`config.mk`:
```
export PLATFORM = sky130hd
export DESIGN_NAME = latched_driver
export DESIGN_NICKNAME = d
export VERILOG_FILES = /design/src/design/edge_sync.v /design/src/design/latched_driver.v
export VERILOG_INCLUDE_DIRS = /design/src /design/src/design
export SDC_FILE = /design/constraint.sdc
export NUM_CORES = 1
export LEC_CHECK = 0
export BUFFER_PORTS_ARGS = -buffer_cell sky130_fd_sc_hd__buf_2
export CAP_MARGIN = 20
export CORE_ASPECT_RATIO = 1.4
export CORE_MARGIN = 2
export CORE_UTILIZATION = 35
export CTS_CLUSTER_DIAMETER = 50
export DETAILED_ROUTE_END_ITERATION = 12
export GPL_TIMING_DRIVEN = 0
export PLACE_DENSITY = 0.59
export SETUP_SLACK_MARGIN = 0.5
export SLEW_MARGIN = 5
export SYNTH_ARGS = -nofsm -noshare
export SYNTH_HDL_FRONTEND = slang
export SYNTH_SLANG_ARGS = --single-unit
```
`constraint.sdc`:
```
create_clock -name clk_sys_in -period 5 [get_ports clk_sys_in]
set_input_delay 0.25 -clock clk_sys_in [delete_from_list [all_inputs] [get_ports clk_sys_in]]
set_output_delay 0.25 -clock clk_sys_in [all_outputs]
set_load 0.03 [all_outputs]
```
`src/design/latched_driver_regs.vh`:
```
// Register offsets, fields, reset values and response codes of the driver
`ifndef LATCHED_DRIVER_REGS_VH
`define LATCHED_DRIVER_REGS_VH
`define OFS_CTRL        8'h00
`define OFS_STATUS      8'h04
`define OFS_IRQ_STAT    8'h08
`define OFS_IRQ_CLR     8'h0C
`define OFS_IRQ_EN      8'h10
`define OFS_SHIFT       8'h14
`define OFS_LATCH       8'h18
`define OFS_OUTPUT      8'h1C
`define OFS_SENSE       8'h20
`define CTRL_SERIAL_IN  0
`define CTRL_SHIFT_CLK  1
`define CTRL_CLEAR      2
`define CTRL_STROBE     3
`define CTRL_DISABLE    4
`define CTRL_UVLO       5
`define CTRL_OVERTEMP   6
`define CTRL_WIDTH      7
`define CTRL_RESET      7'h10
`define STAT_FAULT_N    0
`define STAT_SERIAL_OUT 1
`define STAT_OVERCUR    15:8
`define IRQ_OVERCUR     0
`define IRQ_OVERTEMP    1
`define IRQ_CLEARED     2
`define IRQ_WIDTH       3
`define IRQ_EN_RESET    3'h0
`define RESP_OKAY       2'h0
`define RESP_SLVERR     2'h2
`define CH_COUNT        8
`endif

```
`src/design/edge_sync.v`:
```
// Two-stage synchroniser with rising edge detection for one level
`timescale 1ns/1ns
`default_nettype none
module edge_sync (
	input  wire clk_sys_in,
	input  wire rst_in,
	input  wire async_in,
	output reg  level_out,
	output reg  rise_out
);
	reg meta;
	reg prev;
	// First stage feeds only the second stage
	always @(posedge clk_sys_in or posedge rst_in) begin
		if (rst_in) begin
			meta      <= 1'b0;
			level_out <= 1'b0;
			prev      <= 1'b0;
			rise_out  <= 1'b0;
		end else begin
			meta      <= async_in;
			level_out <= meta;
			prev      <= level_out;
			rise_out  <= level_out & ~prev;
		end
	end
endmodule // edge_sync
`default_nettype wire

```
`src/design/latched_driver.v`:
```
// Serial-input latched eight-channel driver control with AXI4-Lite access
// Summary of operation
// - Shift clock rising edge captures serial input into stage one.
// - Each shift clock rising edge moves every stage toward serial output.
// - Clear held high makes shift edges load zeros instead of data.
// - Strobe high makes latches follow the shift register; low holds.
// - Output disable forces outputs off, keeps latch and shift contents.
// - Enabled and fault-free, each output follows its latch.
// - Output disable high clears latched overcurrent faults and the flag.
// - Overtemperature is not latched and recovers by itself.
// - Overcurrent turns its channel off and lowers the flag until reset.
// - Overtemperature turns all outputs off and lowers the flag meanwhile.
// - Undervoltage acts like output disable held high.
//
// Chosen here: the AXI4-Lite register port and the register offsets.
`timescale 1ns/1ns
`default_nettype none
`include "latched_driver_regs.vh"
module latched_driver (
	input  wire        clk_sys_in,
	input  wire        rst_in,
	input  wire        shift_clk_in,
	input  wire        serial_in,
	input  wire        clear_in,
	input  wire        strobe_in,
	input  wire        out_disable_in,
	input  wire        undervolt_in,
	input  wire        overtemp_in,
	input  wire [7:0]  overcur_in,
	output reg  [7:0]  drive_out,
	output reg         serial_out,
	output reg         fault_n_out,
	output reg         irq_out,
	input  wire [7:0]  s_axi_awaddr,
	input  wire        s_axi_awvalid,
	output reg         s_axi_awready,
	input  wire [31:0] s_axi_wdata,
	input  wire [3:0]  s_axi_wstrb,
	input  wire        s_axi_wvalid,
	output reg         s_axi_wready,
	output reg  [1:0]  s_axi_bresp,
	output reg         s_axi_bvalid,
	input  wire        s_axi_bready,
	input  wire [7:0]  s_axi_araddr,
	input  wire        s_axi_arvalid,
	output reg         s_axi_arready,
	output reg  [31:0] s_axi_rdata,
	output reg  [1:0]  s_axi_rresp,
	output reg         s_axi_rvalid,
	input  wire        s_axi_rready
);
	// Software-visible state: control copy of the pins and event bits
	reg  [`CTRL_WIDTH-1:0] ctrl;
	reg  [`IRQ_WIDTH-1:0]  irq_stat;
	reg  [`IRQ_WIDTH-1:0]  irq_en;
	reg  [7:0]             shift_reg;
	reg  [7:0]             latch;
	reg  [7:0]             oc_fault;

	// Write channel halves are held until both have arrived
	reg  [7:0]             aw_addr;
	reg                    aw_held;
	reg  [31:0]            w_data;
	reg  [3:0]             w_strb;
	reg                    w_held;

	// Combinational next values
	reg  [31:0]            next_rdata;
	reg  [1:0]             next_rresp;
	reg  [`IRQ_WIDTH-1:0]  irq_clr;
	reg  [`IRQ_WIDTH-1:0]  irq_set;
	reg  [7:0]             oc_clean;

	// Synchronised levels; only the pins need their rising edges
	wire [7:0]             sense_level;
	wire [7:0]             pin_level;
	wire [7:0]             pin_rise;
	wire                   shift_edge;
	wire                   ser_lvl;
	wire                   clr_lvl;
	wire                   stb_lvl;
	wire                   dis_lvl;
	wire                   uv_lvl;
	wire                   ot_lvl;
	wire                   off_all;
	wire                   wr_go;

	// Control register bits that stand in for the pins
	wire                   sw_shift;
	wire                   sw_ser;
	wire                   sw_clr;
	wire                   sw_stb;
	wire                   sw_dis;
	wire                   sw_uv;
	wire                   sw_ot;

	// Every pin and every overcurrent line crosses through two flops
	// A pulse shorter than one system clock may slip between samples
	genvar g;
	generate
		for (g = 0; g < 8; g = g + 1) begin : g_oc
			edge_sync u_oc (
				.clk_sys_in (clk_sys_in),
				.rst_in     (rst_in),
				.async_in   (overcur_in[g]),
				.level_out  (sense_level[g]),
				// A trip is judged by level against the driven state
				.rise_out   ()
			);
		end
	endgenerate

	// Pin bundle: shift clock, data, clear, strobe, disable, undervolt, temp
	// Bit seven is a spare that keeps the bundle a byte wide
	wire [7:0] pin_raw = {1'b0, overtemp_in, undervolt_in, out_disable_in,
		strobe_in, clear_in, serial_in, shift_clk_in};
	generate
		for (g = 0; g < 7; g = g + 1) begin : g_pin
			edge_sync u_pin (
				.clk_sys_in (clk_sys_in),
				.rst_in     (rst_in),
				.async_in   (pin_raw[g]),
				.level_out  (pin_level[g]),
				.rise_out   (pin_rise[g])
			);
		end
	endgenerate
	assign pin_level[7] = 1'b0;
	assign pin_rise[7]  = 1'b0;

	// Software may also drive the pins through the control register
	// Each bit is ORed with its pin, so either side can raise it
	assign sw_shift = ctrl[`CTRL_SHIFT_CLK];
	assign sw_ser   = ctrl[`CTRL_SERIAL_IN];
	assign sw_clr   = ctrl[`CTRL_CLEAR];
	assign sw_stb   = ctrl[`CTRL_STROBE];
	assign sw_dis   = ctrl[`CTRL_DISABLE];
	assign sw_uv    = ctrl[`CTRL_UVLO];
	assign sw_ot    = ctrl[`CTRL_OVERTEMP];
	reg sw_shift_d;
	assign shift_edge = pin_rise[0] | (sw_shift & ~sw_shift_d);
	assign ser_lvl = pin_level[1] | sw_ser;
	assign clr_lvl = pin_level[2] | sw_clr;
	assign stb_lvl = pin_level[3] | sw_stb;
	assign dis_lvl = pin_level[4] | sw_dis;
	assign uv_lvl  = pin_level[5] | sw_uv;
	assign ot_lvl  = pin_level[6] | sw_ot;
	// Undervoltage behaves exactly as a held disable
	assign off_all = dis_lvl | uv_lvl;

	// Shift register; data moves toward stage eight on each shift edge
	// A pin edge acts one cycle later than a pin level, so data and clear must stand
	// at least that long around the edge
	always @(posedge clk_sys_in or posedge rst_in) begin
		if (rst_in) begin
			shift_reg  <= 8'h00;
			sw_shift_d <= 1'b0;
		end else begin
			sw_shift_d <= sw_shift;
			if (shift_edge) begin
				// Clear wins over data so a held clear empties the chain
				shift_reg <= {shift_reg[6:0], ser_lvl & ~clr_lvl};
			end
		end
	end

	// Latches are transparent while strobe is high; disable leaves them be
	// The strobe is sampled, so a pulse under one clock may not load
	always @(posedge clk_sys_in or posedge rst_in) begin
		if (rst_in) begin
			latch <= 8'h00;
		end else if (stb_lvl) begin
			latch <= shift_reg;
		end
	end

	// Overcurrent faults latch until disable or undervoltage resets them
	// Only a driven channel can trip; a line sensed while off is ignored
	always @* begin
		oc_clean = oc_fault;
		if (off_all) begin
			oc_clean = 8'h00;
		end
	end
	always @(posedge clk_sys_in or posedge rst_in) begin
		if (rst_in) begin
			oc_fault <= 8'h00;
		end else begin
			// A sensed trip on a driven channel survives a simultaneous reset
			oc_fault <= oc_clean | (sense_level & drive_out);
		end
	end

	// Output stage and the active-low flag; temperature is never stored
	// The flag reflects stored trips and live overtemperature only
	always @(posedge clk_sys_in or posedge rst_in) begin
		if (rst_in) begin
			drive_out   <= 8'h00;
			serial_out  <= 1'b0;
			fault_n_out <= 1'b1;
		end else begin
			serial_out <= shift_reg[7];
			if (off_all | ot_lvl) begin
				drive_out <= 8'h00;
			end else begin
				drive_out <= latch & ~oc_fault;
			end
			fault_n_out <= ~(ot_lvl | (|oc_fault));
		end
	end

	// Interrupt events: overcurrent trip, overtemperature pin rise, fault reset
	// A trip is a fault bit about to be set, so a load already shorted
	// when its channel turns on is still reported
	always @* begin
		irq_set = 3'h0;
		irq_set[`IRQ_OVERCUR]  = |(sense_level & drive_out & ~oc_fault);
		irq_set[`IRQ_OVERTEMP] = pin_rise[6];
		irq_set[`IRQ_CLEARED]  = (|oc_fault) & off_all;
	end

	// Register bus: write channels may arrive in either order
	// The clear strobe is live only in the cycle a write is applied
	assign wr_go = aw_held & w_held & ~s_axi_bvalid;
	always @* begin
		irq_clr = 3'h0;
		if (wr_go && aw_addr == `OFS_IRQ_CLR && w_strb[0]) begin
			irq_clr = w_data[`IRQ_WIDTH-1:0];
		end
	end
	always @(posedge clk_sys_in or posedge rst_in) begin
		if (rst_in) begin
			s_axi_awready <= 1'b1;
			s_axi_wready  <= 1'b1;
			s_axi_bvalid  <= 1'b0;
			s_axi_bresp   <= `RESP_OKAY;
			aw_held       <= 1'b0;
			w_held        <= 1'b0;
			aw_addr       <= 8'h00;
			w_data        <= 32'h00000000;
			w_strb        <= 4'h0;
			ctrl          <= `CTRL_RESET;
			irq_en        <= `IRQ_EN_RESET;
		end else begin
			// Each half is captured on its own handshake and held
			if (s_axi_awvalid && s_axi_awready) begin
				aw_addr       <= s_axi_awaddr;
				aw_held       <= 1'b1;
				s_axi_awready <= 1'b0;
			end
			if (s_axi_wvalid && s_axi_wready) begin
				w_data       <= s_axi_wdata;
				w_strb       <= s_axi_wstrb;
				w_held       <= 1'b1;
				s_axi_wready <= 1'b0;
			end
			// Both halves held: apply the write and raise the response
			if (wr_go) begin
				s_axi_bvalid <= 1'b1;
				aw_held      <= 1'b0;
				w_held       <= 1'b0;
				s_axi_bresp  <= `RESP_OKAY;
				if (aw_addr == `OFS_CTRL) begin
					if (w_strb[0]) begin
						ctrl <= w_data[`CTRL_WIDTH-1:0];
					end
				end else if (aw_addr == `OFS_IRQ_EN) begin
					if (w_strb[0]) begin
						irq_en <= w_data[`IRQ_WIDTH-1:0];
					end
				end else if (aw_addr != `OFS_IRQ_CLR) begin
					s_axi_bresp <= `RESP_SLVERR;
				end
			end
			// Readies return once the response is taken: one write at a time
			if (s_axi_bvalid && s_axi_bready) begin
				s_axi_bvalid  <= 1'b0;
				s_axi_awready <= 1'b1;
				s_axi_wready  <= 1'b1;
			end
		end
	end

	// Sticky event bits and the interrupt level they raise
	always @(posedge clk_sys_in or posedge rst_in) begin
		if (rst_in) begin
			irq_stat <= 3'h0;
			irq_out  <= 1'b0;
		end else begin
			// Set beats clear so an event in the clearing cycle stays
			irq_stat <= (irq_stat & ~irq_clr) | irq_set;
			// Registered so the pin never glitches; it trails status by one
			irq_out  <= |(irq_stat & irq_en);
		end
	end

	// Read decode
	// Unmapped offsets answer with an error and zero data
	always @* begin
		next_rdata = 32'h00000000;
		next_rresp = `RESP_OKAY;
		if (s_axi_araddr == `OFS_CTRL) begin
			next_rdata[`CTRL_WIDTH-1:0] = ctrl;
		end else if (s_axi_araddr == `OFS_STATUS) begin
			next_rdata[`STAT_FAULT_N]    = fault_n_out;
			next_rdata[`STAT_SERIAL_OUT] = serial_out;
			next_rdata[`STAT_OVERCUR]    = oc_fault;
		end else if (s_axi_araddr == `OFS_IRQ_STAT) begin
			next_rdata[`IRQ_WIDTH-1:0] = irq_stat;
		end else if (s_axi_araddr == `OFS_IRQ_CLR) begin
			next_rdata = 32'h00000000;
		end else if (s_axi_araddr == `OFS_IRQ_EN) begin
			next_rdata[`IRQ_WIDTH-1:0] = irq_en;
		end else if (s_axi_araddr == `OFS_SHIFT) begin
			next_rdata[7:0] = shift_reg;
		end else if (s_axi_araddr == `OFS_LATCH) begin
			next_rdata[7:0] = latch;
		end else if (s_axi_araddr == `OFS_OUTPUT) begin
			next_rdata[7:0] = drive_out;
		end else if (s_axi_araddr == `OFS_SENSE) begin
			next_rdata[7:0] = sense_level;
		end else begin
			next_rresp = `RESP_SLVERR;
		end
	end
	// Data are captured with the address, so one read sees one instant
	always @(posedge clk_sys_in or posedge rst_in) begin
		if (rst_in) begin
			s_axi_arready <= 1'b1;
			s_axi_rvalid  <= 1'b0;
			s_axi_rdata   <= 32'h00000000;
			s_axi_rresp   <= `RESP_OKAY;
		end else if (s_axi_arvalid && s_axi_arready) begin
			s_axi_arready <= 1'b0;
			s_axi_rvalid  <= 1'b1;
			s_axi_rdata   <= next_rdata;
			s_axi_rresp   <= next_rresp;
		end else if (s_axi_rvalid && s_axi_rready) begin
			s_axi_rvalid  <= 1'b0;
			s_axi_arready <= 1'b1;
		end
	end
endmodule // latched_driver
`default_nettype wire

```
==> qor.txt, run 1 <==
Post-synth ARST share = 100%
Synthesis Warnings = 0
maximum buffer depth of the clock tree = 2
post-synthesis register bit count = 124
ANT cells = 0
Fin Hold WS = 0.0340 ns
Core Rows = 51
Top reg by flops = s_axi_rdata
largest net degree at the start of global routing = 96
GPL Wtd Cong = 0.836
Setup Total Neg Slack = 0 ns
WL final = 11.8 mm
CP max stage delay = 0.90 ns
LEAKAGE = 3.11 nW
clk slew on worst S/H paths = 0.05 ns
fin crit share = 44.3%
GR Overflow Total = 0
setup repair after global routing missed its margin = no
Clock power frac = 38.6%
GRT Total Usage = 16.1%
antenna violations before repair = 0
antenna viol nets, final = 0
prevailing post-synth register cell = dfrtp_1
core footprint = 14000 um2
CP Data Required Time = 5.31 ns
Initial Utilization = 36.1%
CP Class = reg -> reg
final cell utilization of the core = 46.7%
Post-Synthesis Cells = 390
Setup WS pre-CTS = 2.79 ns
placed cells = 671
Final nets = 597
actual slew at the worst max-slew pin = 1.05 ns
register share of total power = 44.3%
endpoint type of the worst setup path = register
register-to-register path setup slack = 2.79 ns
layout cells sized above 1 = 36.6%
DP HPWL = 8.32 mm
CP Max Fanout = 10
synth unique cells = 54
Sink Count = 124
Seq/Total Area, Yosys = 61.6%
first-pass GRT wire length = 19.1 mm
PortBufs = 78
CTS tree = done
First DRT Iteration DRCs = 183
Max Clock Freq = 452 MHz
Startpoint Class = register
Vias per Instance = 4.78
Crit-path slowest cell = nor4_2
min Tclk post-route = 2.21 ns
Final Hold Viols = 0
DRC errors left = 0
Final Skew = 0.00829 ns
ordered cell list for the critical path = nor4_2 -> nand2_1 -> nor3b_1
internal power component = 2.21 mW
switching portion of total power = 28.0%
Num CTS Buffers = 17
Hold Crit Depth = 2
final setup margin = 2.79 ns
# IOs = 126
Worst Hold Path EP = s_axi_wready
max reg flops = 16
Max-Cap Viols = 0
hold path startpoint = s_axi_wvalid
wire per inst = 16.4 um
Slew Viols, Final = 0
Post-synth EDFFs = 0
die width = 105 um
Post-Syn Area per Cell = 12.9 um2
Sw Pwr = 858 uW
outcome = finished clean
Root Driver = clkbuf_16
worst-skew pair later-pin latency = 0.41 ns
Hold Path Class = in -> reg
drt first pass iters = 4
CTS H-tree lvls = 4
Total Die Area = 15400 um2
arrival time at the worst endpoint = 2.52 ns
vias in the first global route = 3605
DR vias = 3444
reg2reg start = ctrl[4]
non-filler cells, final = 720
Die H = 146 um
peak supply drop = 240 uV
PwrDens = 470 nW/um2
combinational power share = 17.1%
Cell Area, Synth = 5050 um2
FF-to-FF path depth = 3
Slew Limit Headroom = 29.7%
Finish-stage setup viols = 0
Area Overhead vs Synth = 29.2%
reg-to-reg endpoint = drive_out[5]
## worst max path at each step
stage                     startpoint                end  slack, ns
after floorplan               rst_in         aw_addr[0]       1.46
after global placement        rst_in  g_oc[2].u_oc.meta       0.11
after detailed placement     ctrl[4]       drive_out[6]       2.79
after CTS                    ctrl[4]       drive_out[6]       2.78
after global routing         ctrl[4]       drive_out[5]       2.63
final                        ctrl[4]       drive_out[5]       2.79
## cell usage after synthesis (2+ instances only)
library cell	count	share of area (%)
a21boi_0	2	0.30
a21o_1	4	0.60
a21oi_1	13	1.3
a22o_1	8	1.4
a22oi_1	14	2.1
a31oi_1	6	0.74
buf_4	19	2.8
clkbuf_1	3	0.22
clkbuf_8	4	1.1
dfrtp_1	119	59
dfstp_2	5	2.6
inv_1	17	1.3
mux2_2	43	9.6
mux2i_1	6	1.2
nand2_1	40	3.0
nor2_1	7	0.52
nor2b_1	8	0.99
nor3_1	7	0.69
nor3b_1	5	0.74
nor4_1	4	0.50
nor4_4	2	0.84
o211ai_1	3	0.45
o21ai_0	16	1.6
o22a_1	2	0.35
o22ai_1	2	0.25
o41ai_1	2	0.35
or4_4	2	0.45
## worst max-delay path, delay by kind of cell, from the launching register on
kind | cells | cell delay [ns]
simple gates | 3 | 1.73
flops | 1 | 0.38
## final cells by class
cell class	instances	area (um2)
fillers	1279	7450
flip-flops and latches	124	3110
multi-input cells	238	1710
repair buffers	97	598
clock buffers	20	457
well taps	185	231
plain buffers	28	225
clock inverters	11	120
inverters	17	68.8
## through the flow
stage	power [mW]	area (um2)
after floorplan	1.72	5110
after global placement	1.86	5730
after detailed placement	1.89	5760
after CTS	3.09	6520
after global routing	3.21	6520
final	3.07	6520
## placed cells by master, fill, tap and decap left out, types with 3 or more instances in the layout
| master | instances |
|---|---|
| a21o_1 | 4 |
| a21oi_1 | 13 |
| a22o_1 | 8 |
| a22oi_1 | 14 |
| a31oi_1 | 6 |
| buf_2 | 79 |
| buf_4 | 19 |
| clkbuf_1 | 4 |
| clkbuf_16 | 17 |
| clkbuf_8 | 6 |
| clkinv_2 | 4 |
| clkinvlp_4 | 3 |
| conb_1 | 18 |
| dfrtp_1 | 119 |
| dfstp_2 | 5 |
| dlygate4sd3_1 | 18 |
| inv_1 | 16 |
| mux2_2 | 43 |
| mux2i_1 | 6 |
| nand2_1 | 40 |
| nor2_1 | 7 |
| nor2b_1 | 8 |
| nor3_1 | 7 |
| nor3b_1 | 5 |
| nor4_1 | 4 |
| o211ai_1 | 3 |
| o21ai_0 | 16 |
## cell families after synthesis
| kind of cell | Yosys count | share of synthesized area (%) |
|---|---|---|
| AOI/OAI and AO/OA | 81 | 11.1 |
| buffers and inverters | 45 | 5.73 |
| DFF | 124 | 61.6 |
| muxes | 49 | 10.8 |
| other | 1 | 0.0743 |
| and+or+nand+nor | 90 | 10.7 |
## repair_timing
item	in CTS	in global routing
setup endpoints to repair	0	0
hold endpoints to repair	44	0
resized for setup	0	0
buffers inserted	0	0
hold buffers	18	0
## power groups by stage
stage | registers, mW | clock network [mW] | logic [mW]
after floorplan | 1.39 | 0 | 0.334
after global placement | 1.37 | 0 | 0.500
after detailed placement | 1.38 | 0 | 0.517
after CTS | 1.36 | 1.20 | 0.531
after global routing | 1.39 | 1.25 | 0.575
final | 1.36 | 1.18 | 0.525
## per-layer routing
metal	global-route usage [%]	share of wire, %	vias up	wire length, um
li1	-	-	1632	-
met1	18.6	41	1670	4850
met3	4.96	6.0	22	704
met2	27.1	51	120	5960
met5	0	0	-	0
met4	7.67	2.3	0	272
Note: power is estimated with default switching activity, not from simulation.
==> run 2, diff against run 1 <==
- PLACE_DENSITY: 0.59 -> 0.62
- clock period: 5 -> 2 ns (I/O delays scaled with it)
==> qor.txt, run 2 (synthesized netlist as in run 1, its figures left out) <==
Slew Viols, Final = 0
peak supply drop = 447 uV
PwrDens = 1140 nW/um2
worst-skew pair later-pin latency = 0.41 ns
most frequent cells in the layout = 118 x dfrtp_1, 79 x buf_2, 40 x dlygate4sd3_1, 39 x nand2_1, 37 x mux2_2
Reg area = 3110 um2
GPL Wtd Cong = 0.818
LEAKAGE = 3.33 nW
WL final = 12.2 mm
Slew Limit Headroom = 64.7%
Clock power frac = 39.1%
ANT cells = 0
Core Rows = 51
CP Data Required Time = 2.29 ns
first-pass GRT wire length = 19.7 mm
Top reg by flops = s_axi_rdata
endpoint type of the worst setup path = register
non-filler cells, final = 756
Hold Crit Depth = 3
drt first pass iters = 4
Total Die Area = 15400 um2
fillers = 1234
Num CTS Buffers = 17
Final nets = 632
die width = 105 um
outcome = finished clean
Finish-stage setup viols = 0
# IOs = 126
switching portion of total power = 26.9%
area of the multi-input gates = 1780 um2
Sw Pwr = 2.15 mW
DP HPWL = 8.53 mm
register share of total power = 42.7%
GRT Total Usage = 16.5%
most common cell after layout, fill and taps aside = dfrtp_1
arrival time at the worst endpoint = 2.20 ns
actual slew at the worst max-slew pin = 0.530 ns
GR Overflow Total = 0
min Tclk post-route = 1.91 ns
largest net degree at the start of global routing = 42
First DRT Iteration DRCs = 251
Hold Path Class = in -> reg
DRC errors left = 0
vias in the first global route = 3819
layout cells sized above 1 = 37.8%
placed cells = 673
core footprint = 14000 um2
maximum buffer depth of the clock tree = 2
fin crit share = 95.6%
max reg flops = 16
Vias per Instance = 4.85
antenna viol nets, final = 0
Max-Cap Viols = 0
Startpoint Class = register
Root Driver = clkbuf_16
CTS H-tree lvls = 4
Placed Area = 5810 um2
FF-to-FF path depth = 4
clk slew on worst S/H paths = 0.05 ns
CP Class = reg -> reg
cell area after layout = 6980 um2
setup repair after global routing missed its margin = yes
final cell utilization of the core = 50.0%
Die H = 146 um
wire per inst = 16.1 um
Max Clock Freq = 523 MHz
PortBufs = 78
Area Overhead vs Synth = 38.3%
Final Hold Viols = 0
CTS tree = done
Final Skew = 0.00910 ns
combinational power share = 18.2%
Sink Count = 124
internal power component = 5.83 mW
antenna violations before repair = 0
DR vias = 3667
Initial Utilization = 36.1%
CP Max Fanout = 7
## run 2: worst max-delay path, stage by stage (launching register included)
cell     delay (ns)
dfrtp_1        0.39
or4b_4         0.59
nor4_4         0.28
buf_6          0.19
mux2_2         0.35
## run 2: timing repair
item                                    in CTS  in global routing
endpoints found under the setup margin      45                 35
cloned                                       0                  0
gates resized for setup                     10                  7
pin swaps                                    4                  2
hold endpoints to repair                    57                  0
buffers inserted                             9                  2
hold buffers                                40                  0
## run 2: routing by layer
metal  share of wire (%)  vias up  wire length [um]  track usage, %
met5                   0        -                 0               0
met4                 2.0        0               247            7.60
met3                 5.8       21               704            4.46
met2                  52      123              6300            27.7
met1                  41     1813              4950            19.7
li1                    -     1710                 -               -
## run 2: layout make-up
| class | count | share of cell area, % |
|---|---|---|
| tap | 185 | 3.32 |
| timing repair buffer | 132 | 13.6 |
| clock buffer | 25 | 7.10 |
| inverter | 17 | 0.968 |
| multi-input combinational | 238 | 25.6 |
| buffer | 28 | 3.26 |
| sequential | 124 | 44.6 |
| clock inverter | 7 | 1.63 |
## run 2: final timing paths
path | slack, ns | from | end
min | 0.02 | s_axi_araddr[5] | s_axi_rresp[1]
max | 0.09 | aw_addr[7] | ctrl[6]
max reg2reg | 0.09 | aw_addr[7] | ctrl[6]
min reg2reg | 0.35 | g_oc[5].u_oc.meta | g_oc[5].u_oc.level_out
min in group asynchronous | 0.23 | rst_in | irq_out
max in group asynchronous | 1.00 | rst_in | g_oc[0].u_oc.level_out
## run 2: per-stage QoR
stage / setup TNS (ns) / total power, mW / hold slack [ns] / setup slack, ns
after global placement: -45.67 / 4.67 / 0.208 / -0.553
after global routing: 0 / 8.34 / 0.0414 / 0.0394
after floorplan: 0 / 4.32 / 0.131 / 0.153
after CTS: 0 / 8.03 / 0.00747 / 0.102
after detailed placement: -0.132 / 4.75 / 0.108 / -0.120
final: 0 / 7.98 / 0.0192 / 0.0882
## run 2: power groups by stage
stage	combinational (mW)	clock [mW]	sequential, mW
after floorplan	0.838	0	3.48
after global placement	1.25	0	3.41
after detailed placement	1.31	0	3.44
after CTS	1.45	3.17	3.40
after global routing	1.57	3.29	3.47
final	1.45	3.12	3.41
==> run 3, diff against run 2 <==
- BUFFER_PORTS_ARGS: -buffer_cell sky130_fd_sc_hd__buf_2 -> -buffer_cell sky130_fd_sc_hd__clkbuf_2
- CORE_MARGIN: 2 -> unset
- CORE_UTILIZATION: 35 -> 42
- PLACE_DENSITY: 0.62 -> 0.71
==> qor.txt, run 3 (synthesized netlist as in run 1, its figures left out) <==
GRT Total Usage = 21.1%
PortBufs = 78
max reg flops = 16
maximum buffer depth of the clock tree = 2
CP Max Fanout = 7
Final nets = 631
largest net degree at the start of global routing = 43
arrival time at the worst endpoint = 2.14 ns
Vias per Instance = 5.20
area of the multi-input gates = 1790 um2
vias in the first global route = 3831
Die H = 132 um
LEAKAGE = 3.29 nW
reg-to-reg endpoint = ctrl[1]
Root Driver = clkbuf_16
end of the critical path = ctrl[1]
Hold Path Class = in -> reg
worst-skew pair later-pin latency = 0.41 ns
outcome = finished clean
DR vias = 3720
die width = 94.6 um
antenna violations before repair = 0
core footprint = 11800 um2
fin crit share = 92.5%
reg2reg start = aw_addr[3]
most frequent cells in the layout = 118 x dfrtp_1, 80 x clkbuf_2, 40 x dlygate4sd3_1, 39 x nand2_1, 36 x mux2_2
ANT cells = 0
antenna viol nets, final = 0
WL final = 12.2 mm
Area Overhead vs Synth = 36.8%
drt first pass iters = 5
Core Rows = 47
Fin Hold WS = 0.0309 ns
Final Hold Viols = 0
setup repair after global routing missed its margin = yes
Startpoint Class = register
most common cell after layout, fill and taps aside = dfrtp_1
layout cells sized above 1 = 37.4%
Num CTS Buffers = 17
min Tclk post-route = 1.85 ns
DP HPWL = 8.11 mm
Max Clock Freq = 541 MHz
Finish-stage setup viols = 0
Top reg by flops = s_axi_rdata
Slew Viols, Final = 0
CTS tree = done
Worst setup startpoint = aw_addr[3]
fillers = 940
# IOs = 126
Slew Limit Headroom = 62.5%
Sink Count = 124
peak supply drop = 777 uV
CP Class = reg -> reg
actual slew at the worst max-slew pin = 0.563 ns
GPL Wtd Cong = 0.842
register-to-register path setup slack = 0.15 ns
CTS H-tree lvls = 4
clk slew on worst S/H paths = 0.05 ns
Final Skew = 0.00817 ns
Max-Cap Viols = 0
first-pass GRT wire length = 19.5 mm
Total Die Area = 12500 um2
Setup Total Neg Slack = 0 ns
FF-to-FF path depth = 4
Initial Utilization = 42.9%
endpoint type of the worst setup path = register
GR Overflow Total = 0
wire per inst = 17.0 um
DRC errors left = 0
First DRT Iteration DRCs = 320
Reg area = 3110 um2
CP Data Required Time = 2.29 ns
PwrDens = 1160 nW/um2
[run 3: changes by cell type in the layout (fill, tap and decap cells not counted), sizes merged]
cell / before / now
clkinvlp: 1 / 3
buf: 113 / 34
clkinv: 4 / 1
clkbuf: 32 / 110
[run 3: metal layers]
| metal | global-route usage (%) | share of wire [%] | up-vias | routed length, um |
|---|---|---|---|---|
| li1 | - | - | 1693 | - |
| met1 | 24.8 | 39 | 1830 | 4720 |
| met2 | 34.0 | 51 | 153 | 6170 |
| met3 | 6.13 | 5.8 | 44 | 711 |
| met4 | 11.5 | 4.7 | 0 | 572 |
| met5 | 0 | 0 | - | 0 |
[run 3: worst min-delay path by stage]
stage                          from           endpoint  slack, ns  depth (start not counted)
global route        s_axi_araddr[5]     s_axi_rresp[1]       0.05                          3
floorplan             overcur_in[0]  g_oc[0].u_oc.meta       0.13                          0
detailed placement           rst_in            irq_out       0.12                          2
finish              s_axi_araddr[5]     s_axi_rresp[1]       0.03                          3
CTS                 s_axi_araddr[5]     s_axi_rresp[1]       0.01                          3
global placement      overcur_in[1]  g_oc[1].u_oc.meta       0.21                          1
[run 3: power breakdown]
part / internal [mW] / total [mW] / switching, mW
clock network: 2.05 / 3.07 / 1.02
registers: 3.02 / 3.41 / 0.393
logic: 0.751 / 1.49 / 0.743
[run 3: worst max-delay path: stages (launching register included)]
cell and delay, ns:
dfrtp_1 0.40, or4_4 0.56, nor4_4 0.27, buf_6 0.19
mux2_4 0.31
[run 3: repair_timing]
item                                    4_1_cts  5_1_grt
hold buffers                                 40        0
hold endpoints to repair                     50        0
pin swaps                                     4        3
endpoints found under the setup margin       43       23
buffers inserted                              9        1
resized for setup                            11        8
[run 3: layout make-up]
cell class                 count  share of cell area (%)
sequential                   124                    45.1
multi-input combinational    238                    25.9
timing repair buffer         131                    13.5
clock buffer                  25                    7.03
buffer                        28                    3.30
tap                          147                    2.66
clock inverter                 6                    1.60
inverter                      17                   0.979
[run 3: metrics by stage]
step | instances | worst slack (ns) | area, um2 | util (%) | total power [mW]
2_1_floorplan | 407 | 0.153 | 5130 | - | 4.32
3_3_place_gp | 632 | -0.494 | 5710 | 48.5 | 4.65
3_5_place_dp | 635 | 0.0199 | 5770 | 49.0 | 4.74
4_1_cts | 715 | 0.107 | 6870 | 58.4 | 7.99
5_1_grt | 716 | 0.0775 | 6900 | 58.7 | 8.32
6_report | 716 | 0.151 | 6900 | 58.7 | 7.97
